`src/atc_pkg.sv`:
```
package atc_pkg;

    // ==========================================================
    // register byte offsets
    localparam logic [7:0] ATC_OFS_CFG    = 8'h00;
    localparam logic [7:0] ATC_OFS_CTRL   = 8'h04;
    localparam logic [7:0] ATC_OFS_CV1    = 8'h08;
    localparam logic [7:0] ATC_OFS_CV2    = 8'h0C;
    localparam logic [7:0] ATC_OFS_STATUS = 8'h10;
    localparam logic [7:0] ATC_OFS_RESULT = 8'h14;

    // ==========================================================
    // configuration, control and status field positions
    localparam int ATC_CFG_LSMP    = 0;
    localparam int ATC_CFG_LSTS    = 1;
    localparam int ATC_CFG_HSC     = 3;
    localparam int ATC_CFG_ICLK    = 4;
    localparam int ATC_CFG_ACKEN   = 6;
    localparam int ATC_CFG_AVERAGING_ENABLE    = 7;
    localparam int ATC_CFG_AVERAGING_COUNT_SELECT    = 8;
    localparam int ATC_CFG_MODE    = 10;
    localparam int ATC_CFG_DIV     = 12;
    localparam int ATC_CFG_CMPE    = 14;
    localparam int ATC_CFG_CMPGT   = 15;
    localparam int ATC_CFG_CMPRNG  = 16;
    localparam int ATC_CFG_W       = 17;
    localparam int ATC_CTRL_COMPLETE_INTERRUPT_ENABLE   = 0;
    localparam int ATC_CTRL_CONT   = 1;
    localparam int ATC_CTRL_START  = 2;
    localparam int ATC_STAT_CONVERSION_COMPLETE_FLAG   = 0;
    localparam int ATC_STAT_ACT    = 1;

    // ==========================================================
    // reset values and encodings
    localparam logic [16:0] ATC_CFG_RST    = 17'h00000;
    localparam logic [11:0] ATC_CV_RST     = 12'h000;
    localparam logic [11:0] ATC_RESULT_RST = 12'h000;
    localparam logic [1:0]  ATC_ICLK_ASYNC = 2'h3;
    localparam logic [1:0]  ATC_MODE_8B    = 2'h0;
    localparam logic [1:0]  ATC_MODE_10B   = 2'h1;

    // ==========================================================
    // timing counts
    localparam int          ATC_CLK_MHZ        = 200;
    localparam int          ATC_STARTUP_NS     = 5000;
    localparam int          ATC_STARTUP_CYCLES = (ATC_STARTUP_NS * ATC_CLK_MHZ + 999) / 1000;
    localparam logic [10:0] ATC_STARTUP_LAST   = 11'(ATC_STARTUP_CYCLES - 1);
    localparam logic [10:0] ATC_FIRST_BUS_LAST = 11'h004;
    localparam logic [5:0]  ATC_FIRST_LONG     = 6'h03;
    localparam logic [5:0]  ATC_FIRST_SHORT    = 6'h05;
    localparam logic [5:0]  ATC_BCT_8B         = 6'h11;
    localparam logic [5:0]  ATC_BCT_HI         = 6'h14;
    localparam logic [5:0]  ATC_LST_00         = 6'h14;
    localparam logic [5:0]  ATC_LST_01         = 6'h0C;
    localparam logic [5:0]  ATC_LST_10         = 6'h06;
    localparam logic [5:0]  ATC_LST_11         = 6'h02;
    localparam logic [5:0]  ATC_HSC_ADD        = 6'h02;
    localparam logic [2:0]  ATC_AVG_SHIFT_BASE = 3'h2;

    typedef enum logic [2:0] {
        ST_IDLE,
        ST_FIRST_BUS,
        ST_STARTUP,
        ST_FIRST_CONVERTER_CLOCK,
        ST_CONVERT,
        ST_FINISH
    } atc_state_t;

endpackage : atc_pkg

```
`src/atc_cmp_if.sv`:
```
`timescale 1ns/1ps
`default_nettype none
interface atc_cmp_if;
    logic [11:0] value;
    logic [11:0] cv1;
    logic [11:0] cv2;
    logic        greater;
    logic        range;
    logic        hit;

    modport req  (output value, output cv1, output cv2, output greater, output range, input hit);
    modport eval (input value, input cv1, input cv2, input greater, input range, output hit);
endinterface : atc_cmp_if
`default_nettype wire

```
`src/atc_compare.sv`:
```
`timescale 1ns/1ps
`default_nettype none
module atc_compare (
    atc_cmp_if.eval cmp    // value, thresholds and verdict
);
    logic lt1;
    logic gt2;
    logic inv;

    // ==========================================================
    // threshold evaluation
    always_comb begin
        lt1 = cmp.value < cmp.cv1;
        gt2 = cmp.value > cmp.cv2;
        inv = cmp.cv1 > cmp.cv2;
        unique case ({cmp.greater, cmp.range})
            2'b00: cmp.hit = lt1;
            2'b10: cmp.hit = !lt1;
            2'b01: cmp.hit = inv ? (lt1 && gt2) : (lt1 || gt2);
            2'b11: cmp.hit = inv ? (!lt1 || !gt2) : (!lt1 && !gt2);
        endcase
    end
endmodule : atc_compare
`default_nettype wire

```
`src/atc_core.sv`:
```
// The address map and the APB interface to the registers were chosen for this implementation.
`timescale 1ns/1ps
`default_nettype none
module atc_core
    import atc_pkg::*;
(
    input  wire logic        clk_i,         // 200 MHz bus clock
    input  wire logic        rst_i,         // async reset, active high
    input  wire logic        psel,          // apb select
    input  wire logic        penable,       // apb access phase
    input  wire logic        pwrite,        // apb direction
    input  wire logic [7:0]  paddr,         // apb byte address
    input  wire logic [31:0] pwdata,        // apb write data
    output logic      [31:0] prdata,        // apb read data
    output logic             pready,        // apb ready
    output logic             pslverr,       // apb error, unmapped address
    input  wire logic [11:0] sample_i,      // converter output, right justified
    output logic             sample_take_o, // pulse: sample_i captured
    output logic             active_o,      // conversion sequence running
    output logic             irq_o,         // converter interrupt
    output logic             wake_o         // wakeup request to power control
);

    logic [16:0] cfg;
    logic        complete_interrupt_enable;
    logic        cont;
    logic [11:0] cv1;
    logic [11:0] cv2;
    logic [11:0] result;
    logic        conversion_complete_flag;
    logic        act;
    atc_state_t  state;
    logic [10:0] cnt;
    logic [4:0]  nsamp;
    logic [16:0] acc;
    logic [2:0]  div_cnt;
    logic        converter_clock_tick;

    logic        wr_en;
    logic        rd_en;
    logic        start;
    logic        result_read;
    logic        mapped;
    logic [31:0] next_prdata;

    logic [5:0]  first_converter_clock;
    logic [5:0]  base_conversion_cycles;
    logic [5:0]  lst;
    logic [5:0]  hsc;
    logic [5:0]  conv_cycles;
    logic [4:0]  factor_last;
    logic [2:0]  avg_shift;
    logic        need_startup;
    logic [11:0] res_mask;
    logic [11:0] avg;
    logic        pass;

    atc_cmp_if cmp ();

    atc_compare u_compare (
        .cmp (cmp)
    );

    // ==========================================================
    // apb slave: no wait states, data registered in setup
    assign wr_en       = psel && penable && pready && pwrite;
    assign rd_en       = psel && penable && pready && !pwrite;
    assign start       = wr_en && (paddr == ATC_OFS_CTRL) && pwdata[ATC_CTRL_START];
    assign result_read = rd_en && (paddr == ATC_OFS_RESULT);

    always_comb begin
        mapped      = 1'b1;
        next_prdata = 32'h00000000;
        unique case (paddr)
            ATC_OFS_CFG:    next_prdata = {15'h0000, cfg};
            ATC_OFS_CTRL:   next_prdata = {30'h0, cont, complete_interrupt_enable};
            ATC_OFS_CV1:    next_prdata = {20'h00000, cv1};
            ATC_OFS_CV2:    next_prdata = {20'h00000, cv2};
            ATC_OFS_STATUS: next_prdata = {30'h0, act, conversion_complete_flag};
            ATC_OFS_RESULT: next_prdata = {20'h00000, result};
            default:        mapped = 1'b0;
        endcase
    end

    always_ff @(posedge clk_i or posedge rst_i) begin
        if (rst_i) begin
            pready  <= 1'b0;
            pslverr <= 1'b0;
            prdata  <= 32'h00000000;
        end else begin
            pready  <= psel && !penable;
            pslverr <= psel && !penable && !mapped;
            if (psel && !penable) begin
                prdata <= pwrite ? 32'h00000000 : next_prdata;
            end
        end
    end

    // ==========================================================
    // software-written registers
    always_ff @(posedge clk_i or posedge rst_i) begin
        if (rst_i) begin
            cfg  <= ATC_CFG_RST;
            complete_interrupt_enable <= 1'b0;
            cont <= 1'b0;
            cv1  <= ATC_CV_RST;
            cv2  <= ATC_CV_RST;
        end else if (wr_en) begin
            unique case (paddr)
                ATC_OFS_CFG: cfg <= pwdata[ATC_CFG_W-1:0];
                ATC_OFS_CTRL: begin
                    complete_interrupt_enable <= pwdata[ATC_CTRL_COMPLETE_INTERRUPT_ENABLE];
                    cont <= pwdata[ATC_CTRL_CONT];
                end
                ATC_OFS_CV1: cv1 <= pwdata[11:0];
                ATC_OFS_CV2: cv2 <= pwdata[11:0];
                default: ;
            endcase
        end
    end

    // ==========================================================
    // converter clock enable from bus clock divider (1, 2, 4, 8)
    always_ff @(posedge clk_i or posedge rst_i) begin
        if (rst_i) begin
            div_cnt   <= 3'h0;
            converter_clock_tick <= 1'b0;
        end else begin
            converter_clock_tick <= (div_cnt == 3'((4'h1 << cfg[ATC_CFG_DIV +: 2]) - 4'h1));
            if (div_cnt == 3'((4'h1 << cfg[ATC_CFG_DIV +: 2]) - 4'h1)) begin
                div_cnt <= 3'h0;
            end else begin
                div_cnt <= div_cnt + 3'h1;
            end
        end
    end

    // ==========================================================
    // conversion timing terms
    always_comb begin
        first_converter_clock = cfg[ATC_CFG_LSMP] ? ATC_FIRST_LONG : ATC_FIRST_SHORT;
        need_startup = (cfg[ATC_CFG_ICLK +: 2] == ATC_ICLK_ASYNC)
                       && !cfg[ATC_CFG_ACKEN];
        base_conversion_cycles = (cfg[ATC_CFG_MODE +: 2] == ATC_MODE_8B) ? ATC_BCT_8B : ATC_BCT_HI;
        lst = 6'h00;
        if (cfg[ATC_CFG_LSMP]) begin
            unique case (cfg[ATC_CFG_LSTS +: 2])
                2'h0: lst = ATC_LST_00;
                2'h1: lst = ATC_LST_01;
                2'h2: lst = ATC_LST_10;
                2'h3: lst = ATC_LST_11;
            endcase
        end
        hsc = cfg[ATC_CFG_HSC] ? ATC_HSC_ADD : 6'h00;
        conv_cycles = base_conversion_cycles + lst + hsc;
        avg_shift   = cfg[ATC_CFG_AVERAGING_ENABLE] ? ATC_AVG_SHIFT_BASE + {1'b0, cfg[ATC_CFG_AVERAGING_COUNT_SELECT +: 2]} : 3'h0;
        factor_last = 5'((6'h01 << avg_shift) - 6'h01);
        unique case (cfg[ATC_CFG_MODE +: 2])
            ATC_MODE_8B:  res_mask = 12'h0FF;
            ATC_MODE_10B: res_mask = 12'h3FF;
            default:      res_mask = 12'hFFF;
        endcase
    end

    // average formed by shifting the power-of-two sum
    assign avg = 12'(acc >> avg_shift);

    // compare sees only the averaged value
    assign cmp.value   = avg;
    assign cmp.cv1     = cv1;
    assign cmp.cv2     = cv2;
    assign cmp.greater = cfg[ATC_CFG_CMPGT];
    assign cmp.range   = cfg[ATC_CFG_CMPRNG];
    assign pass        = !cfg[ATC_CFG_CMPE] || cmp.hit;

    // ==========================================================
    // sequencer; a start write while busy restarts from the first adder
    always_ff @(posedge clk_i or posedge rst_i) begin
        if (rst_i) begin
            state         <= ST_IDLE;
            cnt           <= 11'h000;
            nsamp         <= 5'h00;
            acc           <= 17'h00000;
            act           <= 1'b0;
            sample_take_o <= 1'b0;
        end else begin
            sample_take_o <= 1'b0;
            if (start) begin
                state <= ST_FIRST_BUS;
                cnt   <= 11'h000;
                nsamp <= 5'h00;
                acc   <= 17'h00000;
                act   <= 1'b1;
            end else begin
                unique case (state)
                    ST_IDLE: act <= 1'b0;
                    ST_FIRST_BUS: begin
                        cnt <= cnt + 11'h001;
                        if (cnt == ATC_FIRST_BUS_LAST) begin
                            cnt   <= 11'h000;
                            state <= need_startup ? ST_STARTUP : ST_FIRST_CONVERTER_CLOCK;
                        end
                    end
                    ST_STARTUP: begin
                        cnt <= cnt + 11'h001;
                        if (cnt == ATC_STARTUP_LAST) begin
                            cnt   <= 11'h000;
                            state <= ST_FIRST_CONVERTER_CLOCK;
                        end
                    end
                    ST_FIRST_CONVERTER_CLOCK: begin
                        if (converter_clock_tick) begin
                            cnt <= cnt + 11'h001;
                            if (cnt == 11'(first_converter_clock - 6'h01)) begin
                                cnt   <= 11'h000;
                                state <= ST_CONVERT;
                            end
                        end
                    end
                    ST_CONVERT: begin
                        if (converter_clock_tick) begin
                            cnt <= cnt + 11'h001;
                            if (cnt == 11'(conv_cycles - 6'h01)) begin
                                // sample only accumulated, no flag per sample
                                cnt           <= 11'h000;
                                acc           <= acc + {5'h00, sample_i & res_mask};
                                sample_take_o <= 1'b1;
                                nsamp         <= nsamp + 5'h01;
                                if (nsamp == factor_last) begin
                                    state <= ST_FINISH;
                                end
                            end
                        end
                    end
                    ST_FINISH: begin
                        // continuous runs skip the first adder
                        nsamp <= 5'h00;
                        acc   <= 17'h00000;
                        state <= cont ? ST_CONVERT : ST_IDLE;
                        act   <= cont;
                    end
                    default: state <= ST_IDLE;
                endcase
            end
        end
    end

    assign active_o = act;

    // ==========================================================
    // result transfer and completion flag; setting beats a clearing read
    always_ff @(posedge clk_i or posedge rst_i) begin
        if (rst_i) begin
            result <= ATC_RESULT_RST;
            conversion_complete_flag   <= 1'b0;
        end else begin
            if (state == ST_FINISH && !start && pass) begin
                result <= avg;
                conversion_complete_flag   <= 1'b1;
            end else if (result_read) begin
                conversion_complete_flag <= 1'b0;
            end
            // failing compare leaves result and flag alone
        end
    end

    // ==========================================================
    // interrupt and wake: no clock gating here, so wait/stop keep running
    always_ff @(posedge clk_i or posedge rst_i) begin
        if (rst_i) begin
            irq_o  <= 1'b0;
            wake_o <= 1'b0;
        end else begin
            irq_o  <= conversion_complete_flag && complete_interrupt_enable;
            wake_o <= conversion_complete_flag && complete_interrupt_enable;
        end
    end

endmodule : atc_core
`default_nettype wire

```
`config.mk`:
```
export PLATFORM = sky130hd
export DESIGN_NAME = atc_core
export DESIGN_NICKNAME = d
export VERILOG_FILES = /design/src/atc_pkg.sv /design/src/atc_cmp_if.sv /design/src/atc_compare.sv /design/src/atc_core.sv
export SDC_FILE = /design/constraint.sdc
export NUM_CORES = 1
export LEC_CHECK = 0
export ABC_AREA = 1
export BUFFER_PORTS_ARGS = -buffer_cell sky130_fd_sc_hd__buf_2
export CAP_MARGIN = 10
export CORE_UTILIZATION = 39
export DETAILED_ROUTE_END_ITERATION = 7
export PLACE_DENSITY = 0.56
export SLEW_MARGIN = 20
export SYNTH_ARGS = -nofsm -noshare
export SYNTH_HDL_FRONTEND = slang
export SYNTH_SLANG_ARGS = --single-unit
```
`constraint.sdc`:
```
create_clock -name clk_i -period 3.9 [get_ports clk_i]
set_clock_uncertainty 0.1 [all_clocks]
set_input_delay 0.78 -clock clk_i [delete_from_list [all_inputs] [get_ports clk_i]]
set_output_delay 0.78 -clock clk_i [all_outputs]
set_load 0.05 [all_outputs]
```
==> key figures, run 1 <==
Critical path
  – CP max-delay cell: dfrtp_1
  – CP Class: reg2reg
  – CP Capture Type: register
  – R2R cell count: 22
  – Worst path max stage delay: 0.38 ns
  – Buf+Inv Stages, Crit Path: 1
  – Most frequent cell on the critical path: nand2_1
  – Crit Reg-Reg Startpoint: cfg[8]
  – CP Launch Type: register
  – Worst Path Arrival: 3.72 ns
  – Crit-path max FO: 23
  – Worst R2R End: result[9]
  – Crit-path cells: nand2_2, clkinv_2, nand2_1, nand2_1, o21ai_0, o21ai_0, ha_1, nand2_1, nor2_1, nand2_1, a21oi_1, nor2_1, nor2_1, nor2_1, nor2_1, nand2_2, nand2_2, nand2_2, nand3_4, nand2_4, nand2_1, nand2_1
  – Flop2flop setup slack: 0.38 ns
  – Worst Path Required: 4.10 ns
  – Kind of cell adding the most delay to the critical path: simple AND/OR/NAND/NOR gates

Die
  – Die W: 145 µm
  – Row count: 51
  – Core Area: 0.0197 mm²
  – DIE AREA: 0.0210 mm²
  – Die Y-Extent: 145 µm
  – Initial Utilization: 40.4%
  – Num ports: 95

Hold path
  – Min-delay src: prdata[0]
  – Worst hold path type: reg2reg
  – Hold Path Sink: prdata[0]
  – Hold path depth: 2

Logic synthesis
  – Mapped Area: 0.00796 mm²
  – Yosys warns: 0
  – Post-synthesis sequential area ratio: 37.1%
  – Synth area leaders: dfrtp_1 37%, nand2_1 11%, ha_1 8.5%
  – Post-synth EDFFs: 0
  – Dominant synthesized flop cell: dfrtp_1
  – Yosys cell types: 56
  – Leading cell types by count after synthesis: 237 x nand2_1, 127 x inv_1, 118 x dfrtp_1
  – Yosys top cell area share: 37.1%
  – Leading area contributor after synthesis: dfrtp_1
  – Syn avg cell area: 7.74 µm²
  – Ys async rst share: 100%
  – #FFs+latches synth: 118
  – Count leader, synth: nand2_1
  – Synth Instances: 1029

Drt
  – DRT iter0 DRCs: 524
  – Vias: 6971
  – Final antenna-violating net count: 0
  – Routed WL: 20800 µm
  – Vias/cell: 5.07
  – WL/cell: 15.1 µm
  – Pre-Repair DR Iteration Count: 5
  – Residual DRC: 0

Power and ir drop
  – Power, Total: 4750 µW
  – Static leakage: 0.00452 µW
  – PwrDens: 520 mW/mm²
  – Clk pwr share: 35.3%
  – Combinational power share: 33.2%
  – Net Sw Frac: 36.6%
  – Worst vdd ir: 0.232 mV
  – Switch Pwr: 1740 µW
  – Internal power: 3010 µW
  – Seq pwr share: 31.4%

CTS
  – H-tree depth: 4
  – Cts repair resizes: 0
  – Clock sinks: 118
  – CTS root buffer: clkbuf_16
  – Clk_lat worst skew: 0.42 ns
  – CTS Buffer Depth: 2
  – CTS Hold Buffers Added: 0
  – TritonCTS clock tree: done
  – Setup Buffers After CTS: 0
  – CTS clk-pin slew, worst paths: 0.06 ns
  – CTS Buf Count: 17

Cells and area
  – N_diodes: 0
  – Final #Nets: 1210
  – Layout area overhead: 14.8%
  – Share of layout cells above drive strength 1: 15.0%

Timing
  – Crit share post-route: 90.2%
  – Fmax: 284 MHz
  – Final hold vios: 0
  – Min cycle time layout: 3.52 ns
  – Hold_ws: 0.375 ns
  – Worst slew pin tran: 0.794 ns
  – # setup viols final: 0
  – Final Max Tran Viols: 0
  – Setup TNS: 0 ns
  – Slew HR: 46.9%
  – RSZ-0062 raised after global routing: no

Global route
  – First-pass GRT wire length: 34200 µm
  – Largest net degree at the start of global routing: 85
  – Grt total ovfl: 0
  – Vias in the first global route: 6666
  – Met1 track demand over resource: 28.3%
  – Initial antenna violation count: 0
  – Busiest layer in global routing: met2
  – Tot GR Track Use: 21.4%
  – Met2 Resource Use GR: 35.3%
  – Global Route met3 Usage: 3.85%

Status
  – Status: finished clean

Placement
  – Detailed Place HPWL: 15700 µm
  – PortBufs: 64
  – Gpl congestion: 0.870

Flow run
  – Max Cap Viol: 0
[tightest hold or removal path, cell delays in order, from the launching register on]
cell and delay, ns:
dfrtp_1 0.34, nand2_1 0.05, nand2_1 0.05
[state kept, by name, indices dropped and copies added, names as in the netlist]
name / flops
div_cnt: 3
acc: 17
nsamp: 5
wake_o: 1
pready: 1
cont: 1
conversion_complete_flag: 1
cmp.cv2: 12
cfg: 17
pslverr: 1
sample_take_o: 1
cnt: 11
prdata: 17
cmp.cv1: 12
active_o: 1
complete_interrupt_enable: 1
state: 3
result: 12
converter_clock_tick: 1
[how the worst max path moves through the flow]
stage,start,end,depth (start not counted)
floorplan,cfg[7],result[5],22
global placement,cfg[8],result[9],22
detailed placement,cfg[8],result[10],22
CTS,cfg[8],result[10],22
global route,cfg[8],result[9],22
finish,cfg[8],result[9],22
[cells in the final DEF, fill, tap and decap left out, types with 3 or more instances in the layout]
| master | count |
|---|---|
| nand2_1 | 237 |
| inv_1 | 126 |
| dfrtp_1 | 118 |
| o21ai_0 | 97 |
| buf_2 | 64 |
| nor2_1 | 62 |
| ha_1 | 54 |
| nand3_1 | 51 |
| a21oi_1 | 37 |
| nand4_1 | 22 |
| nand2_2 | 19 |
| o22ai_1 | 19 |
| clkbuf_16 | 17 |
| xor2_1 | 16 |
| conb_1 | 15 |
| buf_4 | 14 |
| a221oi_1 | 12 |
| nor3_1 | 11 |
| o21ai_1 | 11 |
| nand3_2 | 8 |
| xnor2_1 | 6 |
| clkinv_2 | 6 |
| o31ai_2 | 6 |
| o31ai_1 | 6 |
| a32o_1 | 5 |
| inv_2 | 4 |
| a31oi_1 | 4 |
| o21a_1 | 4 |
| clkinvlp_4 | 4 |
| bufinv_16 | 4 |
| clkinv_1 | 3 |
| nor2_2 | 3 |
| nand3b_1 | 3 |
| o221ai_1 | 3 |
| nand2_4 | 3 |
| o211ai_1 | 3 |
| or2_2 | 3 |
[cell families after synthesis]
| kind of cell | Yosys count | share of synthesized area (%) |
|---|---|---|
| simple gates | 431 | 24.5 |
| compound gates | 219 | 16.6 |
| buf+inv | 179 | 9.96 |
| flops | 118 | 37.1 |
| fa+ha+maj | 56 | 8.99 |
| xor+xnor | 22 | 2.42 |
| mux | 3 | 0.409 |
| other cells | 1 | 0.0471 |
[layer usage]
layer	vias to the layer above	wire, µm
met3	25	805
li1	3565	-
met5	-	0
met2	153	9620
met4	0	277
met1	3228	10100
[power groups by stage]
stage | clock (µW) | combinational [µW] | sequential (µW)
finish | 1680 | 1580 | 1490
detailed placement | 0 | 1560 | 1510
floorplan | 0 | 1260 | 1460
global placement | 0 | 1550 | 1510
global route | 1750 | 1810 | 1520
CTS | 1700 | 1580 | 1490
[per-stage QoR]
step / setup WS (ns) / instances / cell area [µm²] / utilization (%)
finish: 0.384 / 1375 / 9140 / 46.3
global route: 0.0125 / 1375 / 9140 / 46.3
CTS: 0.449 / 1375 / 9140 / 46.3
detailed placement: 0.466 / 1343 / 8510 / 43.2
global placement: 0.498 / 1343 / 8510 / 43.2
floorplan: 0.876 / 1043 / 8020 / -
[final cells by class]
type                       count  area [µm²]
inverter                     135         512
timing repair buffer          79         445
sequential                   118        2950
tap                          265         332
fill                        1990       10600
clock buffer                  19         453
multi-input combinational    746        4270
clock inverter                13         176
Power figures use the tool's default switching activity.
==> run 2, diff against run 1 <==
- PLACE_DENSITY: 0.56 -> default
- SYNTH_HIERARCHICAL: default -> 1
==> run 2 against run 1 <==
Non-clock buffer count stayed put. Register-to-register slack got worse by 0.05 ns. Cell count is 7.8% higher. The flow now finishes with violations (design-rule violations).
==> key figures, run 2 <==
Critical path
  – Buf+Inv Stages, Crit Path: 4
  – Most frequent cell on the critical path: nand2_1
  – R2R cell count: 23
  – Crit Reg-Reg Startpoint: cfg[7]
  – Flop2flop setup slack: 0.33 ns
  – Kind of cell adding the most delay to the critical path: simple AND/OR/NAND/NOR gates
  – Worst Path Required: 4.10 ns
  – Crit-path max FO: 24
  – Worst path max stage delay: 0.39 ns
  – CP Launch Type: register
  – CP Capture Type: register
  – Crit-path cells: buf_4, nand2_1, inv_1, a22oi_1, o21ai_0, ha_1, nand2_1, nor2_2, and2_4, nand4_1, nand2_1, nand2_1, nand2_1, nand2_1, nand2_1, nand2_1, nor2_1, nor2_1, nand2_1, inv_1, buf_12, nand2_1, o21ai_0
  – CP max-delay cell: nand2_1
  – Worst Path Arrival: 3.76 ns
  – Worst R2R End: result[3]
  – CP Class: reg2reg

Logic synthesis
  – Dominant synthesized flop cell: dfrtp_1
  – Post-synthesis sequential area ratio: 35.3%
  – Ys async rst share: 100%
  – Yosys cell types: 50
  – #FFs+latches synth: 118
  – Mapped Area: 0.00836 mm²
  – Syn avg cell area: 7.40 µm²
  – Synth Instances: 1129
  – Yosys top cell area share: 35.3%
  – Count leader, synth: nand2_1
  – Leading cell types by count after synthesis: 294 x nand2_1, 152 x inv_1, 118 x dfrtp_1
  – Leading area contributor after synthesis: dfrtp_1
  – Yosys warns: 6
  – Post-synth EDFFs: 0
  – Synth area leaders: dfrtp_1 35%, nand2_1 13%, ha_1 8.2%

Placement
  – Detailed Place HPWL: 15800 µm
  – PortBufs: 64
  – Cell Area, Placed: 0.00893 mm²
  – Gpl congestion: 0.865

Hold path
  – Min-delay src: conversion_complete_flag
  – Hold path depth: 2
  – Worst hold path type: reg2reg
  – Hold Path Sink: wake_o

Power and ir drop
  – Worst vdd ir: 0.196 mV
  – Static leakage: 0.00480 µW
  – Net Sw Frac: 23.2%
  – Combinational power share: 6.0%
  – Switch Pwr: 698 µW
  – Internal power: 2320 µW
  – Seq pwr share: 41.1%
  – Clk pwr share: 52.9%
  – PwrDens: 316 mW/mm²

Timing
  – Worst slew pin tran: 0.783 ns
  – # setup viols final: 0
  – Final Max Tran Viols: 0
  – Min cycle time layout: 3.57 ns
  – Crit share post-route: 91.5%
  – Final hold vios: 0
  – Fmax: 280 MHz
  – Slew HR: 47.7%
  – RSZ-0062 raised after global routing: no
  – Setup TNS: 0 ns

Die
  – Core Area: 0.0210 mm²
  – Die W: 148 µm
  – DIE AREA: 0.0220 mm²
  – Row count: 53
  – Die Y-Extent: 148 µm
  – Num ports: 95
  – Initial Utilization: 39.8%

CTS
  – Clk_lat worst skew: 0.42 ns
  – TritonCTS clock tree: done
  – CTS Buffer Depth: 2
  – CTS Hold Buffers Added: 0
  – H-tree depth: 4
  – CTS Buf Count: 17
  – CTS root buffer: clkbuf_16
  – Clock sinks: 118
  – CTS clk-pin slew, worst paths: 0.06 ns

Status
  – Violated checks: design-rule violations
  – Status: finished with violations

Global route
  – Met1 track demand over resource: 28.6%
  – Grt total ovfl: 0
  – Tot GR Track Use: 20.1%
  – First-pass GRT wire length: 35100 µm
  – Global Route met3 Usage: 2.82%
  – Largest net degree at the start of global routing: 55
  – Initial antenna violation count: 0
  – Busiest layer in global routing: met2
  – Met2 Resource Use GR: 31.7%
  – Vias in the first global route: 6991

Flow run
  – Max Cap Viol: 0

Drt
  – Final antenna-violating net count: 0
  – Vias: 7385
  – Residual DRC: 3
  – Vias/cell: 4.98
  – WL/cell: 14.0 µm
  – Pre-Repair DR Iteration Count: 7
  – DRT iter0 DRCs: 507
  – Routed WL: 20700 µm

Cells and area
  – Design Area, Final: 0.00953 mm²
  – Most frequent cells in the layout: 294 x nand2_1, 151 x inv_1, 118 x dfrtp_1, 90 x o21ai_0, 71 x nand3_1
  – Biggest regs: acc x17, cfg x17, prdata x17
  – Most common cell after layout, fill and taps aside: nand2_1
  – Multi-input gate area: 0.00456 mm²
  – Layout area overhead: 14.1%
  – Share of layout cells above drive strength 1: 16.2%
  – N_diodes: 0
  – Fillers: 2120
  – Flip-flop and latch area: 0.00295 mm²
  – Final #Nets: 1309
-- run 2: cell types whose count changed after synthesis, sizes merged, moves of 9 or more --
cell / change
nand2: +50
inv: +34
nand3: +16
o21ai: +14
o31ai: -12
a21oi: -9
-- run 2: repair_timing --
action / CTS / global route
setup buffers: 0 / 0
gates resized for setup: 0 / 4
setup endpoints to repair: 0 / 12
-- run 2: per-layer routing --
metal  vias to the layer above  part of all wire [%]
met3                        17                   4.0
met1                      3397                    50
met2                       159                    44
li1                       3812                     -
met4                         0                   1.1
met5                         -                     0
-- run 2: area by class of cell --
type	instances	area share (%)
clock inverters	9	1.33
inverters	167	6.62
multi-input cells	812	47.8
clock buffers	22	4.87
flip-flops and latches	118	31.0
well taps	275	3.61
repair buffers	79	4.80
-- run 2: cell families (layout without fill, tap and decap cells) --
kind of cell,Yosys count,in the layout,share of synthesized area [%]
AND/OR/NAND/NOR,507,507,26.9
AO/OA/AOI/OAI,208,208,15.4
other,2,16,0.0899
adder cells (fa/ha/maj),57,57,8.71
buffers and inverters,213,277,11.0
XOR/XNOR,21,21,2.20
multiplexers,3,3,0.404
flip-flops,118,118,35.3
-- run 2: power groups by stage --
| stage | combinational, µW | clock, µW | sequential (µW) |
|---|---|---|---|
| final | 180 | 1590 | 1240 |
| after global placement | 180 | 0 | 1260 |
| after global routing | 203 | 1670 | 1240 |
| after CTS | 183 | 1620 | 1240 |
| after floorplan | 135 | 0 | 1260 |
| after detailed placement | 182 | 0 | 1260 |
-- run 2: metrics by stage --
step                util [%]  power [µW]  setup slack, ns  std cells  hold WS (ns)
global route            45.3        3110          0.00259       1482         0.394
finish                  45.3        3010            0.331       1482         0.371
CTS                     45.3        3040            0.262       1482         0.376
global placement        42.5        1440            0.394       1451         0.358
detailed placement      42.5        1440            0.306       1451         0.361
floorplan                  -        1400            0.747       1143         0.333
-- run 2: how the worst max path moves through the flow --
stage | slack (ns) | cells after the start | from | to
after global placement | 0.39 | 25 | cfg[8] | result[2]
final | 0.33 | 23 | cfg[7] | result[3]
after global routing | 0.003 | 24 | cfg[7] | result[6]
after floorplan | 0.75 | 24 | cfg[7] | result[0]
after detailed placement | 0.31 | 25 | cfg[8] | result[1]
after CTS | 0.26 | 25 | cfg[8] | result[3]
-- run 2: worst reg2reg max path, stage by stage (launching register included) --
cell and delay [ns]:
dfrtp_1 0.37, buf_4 0.18, nand2_1 0.39, inv_1 0.22, a22oi_1 0.20, o21ai_0 0.20, ha_1 0.35, nand2_1 0.07
nor2_2 0.11, and2_4 0.16, nand4_1 0.07, nand2_1 0.11, nand2_1 0.06, nand2_1 0.08, nand2_1 0.05, nand2_1 0.05
nand2_1 0.04, nor2_1 0.09, nor2_1 0.05, nand2_1 0.10, inv_1 0.08, buf_12 0.16, nand2_1 0.07, o21ai_0 0.08
==> run 3, diff against run 2 <==
--- a/config.mk
+++ b/config.mk
@@ -8,3 +8,2 @@
 export ABC_AREA = 1
-export BUFFER_PORTS_ARGS = -buffer_cell sky130_fd_sc_hd__buf_2
 export CAP_MARGIN = 10
@@ -12,2 +11,4 @@
 export DETAILED_ROUTE_END_ITERATION = 7
+export DONT_BUFFER_PORTS = 1
+export SKIP_LAST_GASP = 1
 export SLEW_MARGIN = 20
--- a/constraint.sdc
+++ b/constraint.sdc
@@ -4,2 +4,2 @@
 set_output_delay 0.78 -clock clk_i [all_outputs]
-set_load 0.05 [all_outputs]
+set_load 0.005 [all_outputs]
==> run 3 against run 2 <==
The flow still finishes with violations (design-rule violations). Critical path depth up 3. Cell area down 2.9%. Setup slack better by 0.052 ns. Combinational power down 32%. Critical endpoint unchanged. Largest power group unchanged. Highest routed layer is now met5.
==> key figures, run 3 (same netlist as run 2, synthesis figures left out) <==
Drt
  – Top Layer Used: met5
  – Pre-Repair DR Iteration Count: 7
  – WL met1: 10100 µm
  – Metal2 WL: 9140 µm
  – DRT iter0 DRCs: 499
  – Residual DRC: 3
  – Routed WL: 20600 µm
  – Vias: 7163
  – Final antenna-violating net count: 0
  – WL/cell: 14.5 µm
  – Vias/cell: 5.05
  – Met3 routed WL: 1060 µm

Timing
  – # setup viols final: 0
  – Hold_ws: 0.286 ns
  – Final hold vios: 0
  – Crit share post-route: 90.2%
  – Final Max Tran Viols: 0
  – Min cycle time layout: 3.52 ns
  – Worst slew pin tran: 0.868 ns
  – Fmax: 284 MHz
  – Slew HR: 42.0%

Critical path
  – R2R cell count: 26
  – Worst Path Required: 4.10 ns
  – Most frequent cell on the critical path: nand2_1
  – CP Capture Type: register
  – CP max-delay cell: dfrtp_1
  – CP Launch Type: register
  – Worst R2R End: result[3]
  – Worst path max stage delay: 0.45 ns
  – Kind of cell adding the most delay to the critical path: simple AND/OR/NAND/NOR gates
  – Flop2flop setup slack: 0.38 ns
  – CP Class: reg2reg
  – Crit Reg-Reg Startpoint: cfg[8]
  – Crit-path max FO: 24
  – Worst Path Arrival: 3.72 ns
  – Buf+Inv Stages, Crit Path: 3

Die
  – Core Area: 0.0210 mm²
  – Die Y-Extent: 148 µm
  – Initial Utilization: 39.8%
  – Num ports: 95
  – Row count: 53
  – DIE AREA: 0.0220 mm²
  – Die W: 148 µm

Cells and area
  – Design Area, Final: 0.00926 mm²
  – Layout area overhead: 10.8%
  – Most frequent cells in the layout: 292 x nand2_1, 151 x inv_1, 118 x dfrtp_1, 88 x o21ai_0, 71 x nand3_1
  – Biggest regs: acc x17, cfg x17, prdata x17
  – Most common cell after layout, fill and taps aside: nand2_1
  – Final #Nets: 1244
  – N_diodes: 0
  – Share of layout cells above drive strength 1: 11.8%
  – Fillers: 2119

Global route
  – Tot GR Track Use: 19.8%
  – Vias in the first global route: 6731
  – Initial antenna violation count: 1
  – Largest net degree at the start of global routing: 45
  – First-pass GRT wire length: 34400 µm
  – Grt total ovfl: 0

Placement
  – PortBufs: 0
  – Detailed Place HPWL: 15600 µm
  – Gpl congestion: 0.865
  – Cell Area, Placed: 0.00861 mm²

Flow run
  – Max Cap Viol: 0

CTS
  – CTS clk-pin slew, worst paths: 0.06 ns
  – CTS root buffer: clkbuf_16
  – CTS Buffer Depth: 2
  – Clk_lat worst skew: 0.43 ns
  – Setup Buffers After CTS: 0
  – TritonCTS clock tree: done
  – H-tree depth: 4
  – CTS Hold Buffers Added: 0
  – Clock sinks: 118
  – CTS Buf Count: 17

Power and ir drop
  – Static leakage: 0.00453 µW
  – Worst vdd ir: 0.166 mV
  – Power, Total: 3040 µW
  – PwrDens: 328 mW/mm²

Status
  – Status: finished with violations
  – Violated checks: design-rule violations

Hold path
  – Worst hold path type: in2async
==> run 3: cell count changes in the layout (fill, tap and decap cells not counted), sizes merged <==
cell,before,now
bufinv,3,4
clkinvlp,2,3
inv,164,165
clkbuf,22,20
buf,79,14
==> run 3: worst max-delay path by stage <==
stage	start	endpoint	slack [ns]	depth (start not counted)
final	cfg[8]	result[3]	0.38	26
after global routing	cfg[8]	result[6]	-0.02	27
after CTS	cfg[8]	result[3]	0.1	25
after detailed placement	cfg[8]	result[3]	0.15	25
after global placement	cfg[8]	result[2]	0.20	27
after floorplan	cfg[7]	result[0]	0.75	24
==> run 3: repair_timing <==
action,CTS,global route
endpoints found under the hold margin,0,0
endpoints found under the setup margin,0,13
resized for setup,0,8
==> run 3: final cells by class <==
type,instances,area [µm²],share of cell area (%)
multi-input combinational,812,4560,49.3
sequential,118,2950,31.9
inverter,167,631,6.81
clock buffer,20,447,4.83
tap,275,344,3.72
clock inverter,12,176,1.91
timing repair buffer,14,143,1.54
==> run 3: per-layer routing <==
layer	up-vias	GRT usage (%)
met2	188	30.8
met1	3276	27.8
li1	3677	-
met3	20	3.71
met4	2	5.82
met5	-	0
==> run 3: power by group <==
part | switching [µW] | total [µW] | internal (µW) | leakage (µW)
sequential | 7.13 | 1240 | 1230 | 0.00156
combinational | 84.5 | 123 | 38.2 | 0.00267
clock | 591 | 1680 | 1090 | 0.000300
==> run 3: per-stage QoR <==
stage	util, %	cells	TNS, ns	setup slack, ns
after floorplan	-	1143	0	0.747
after CTS	43.9	1418	0	0.0953
after global placement	41.0	1386	0	0.199
after global routing	44.0	1418	-0.0221	-0.0165
final	44.0	1418	0	0.383
after detailed placement	41.0	1386	0	0.146
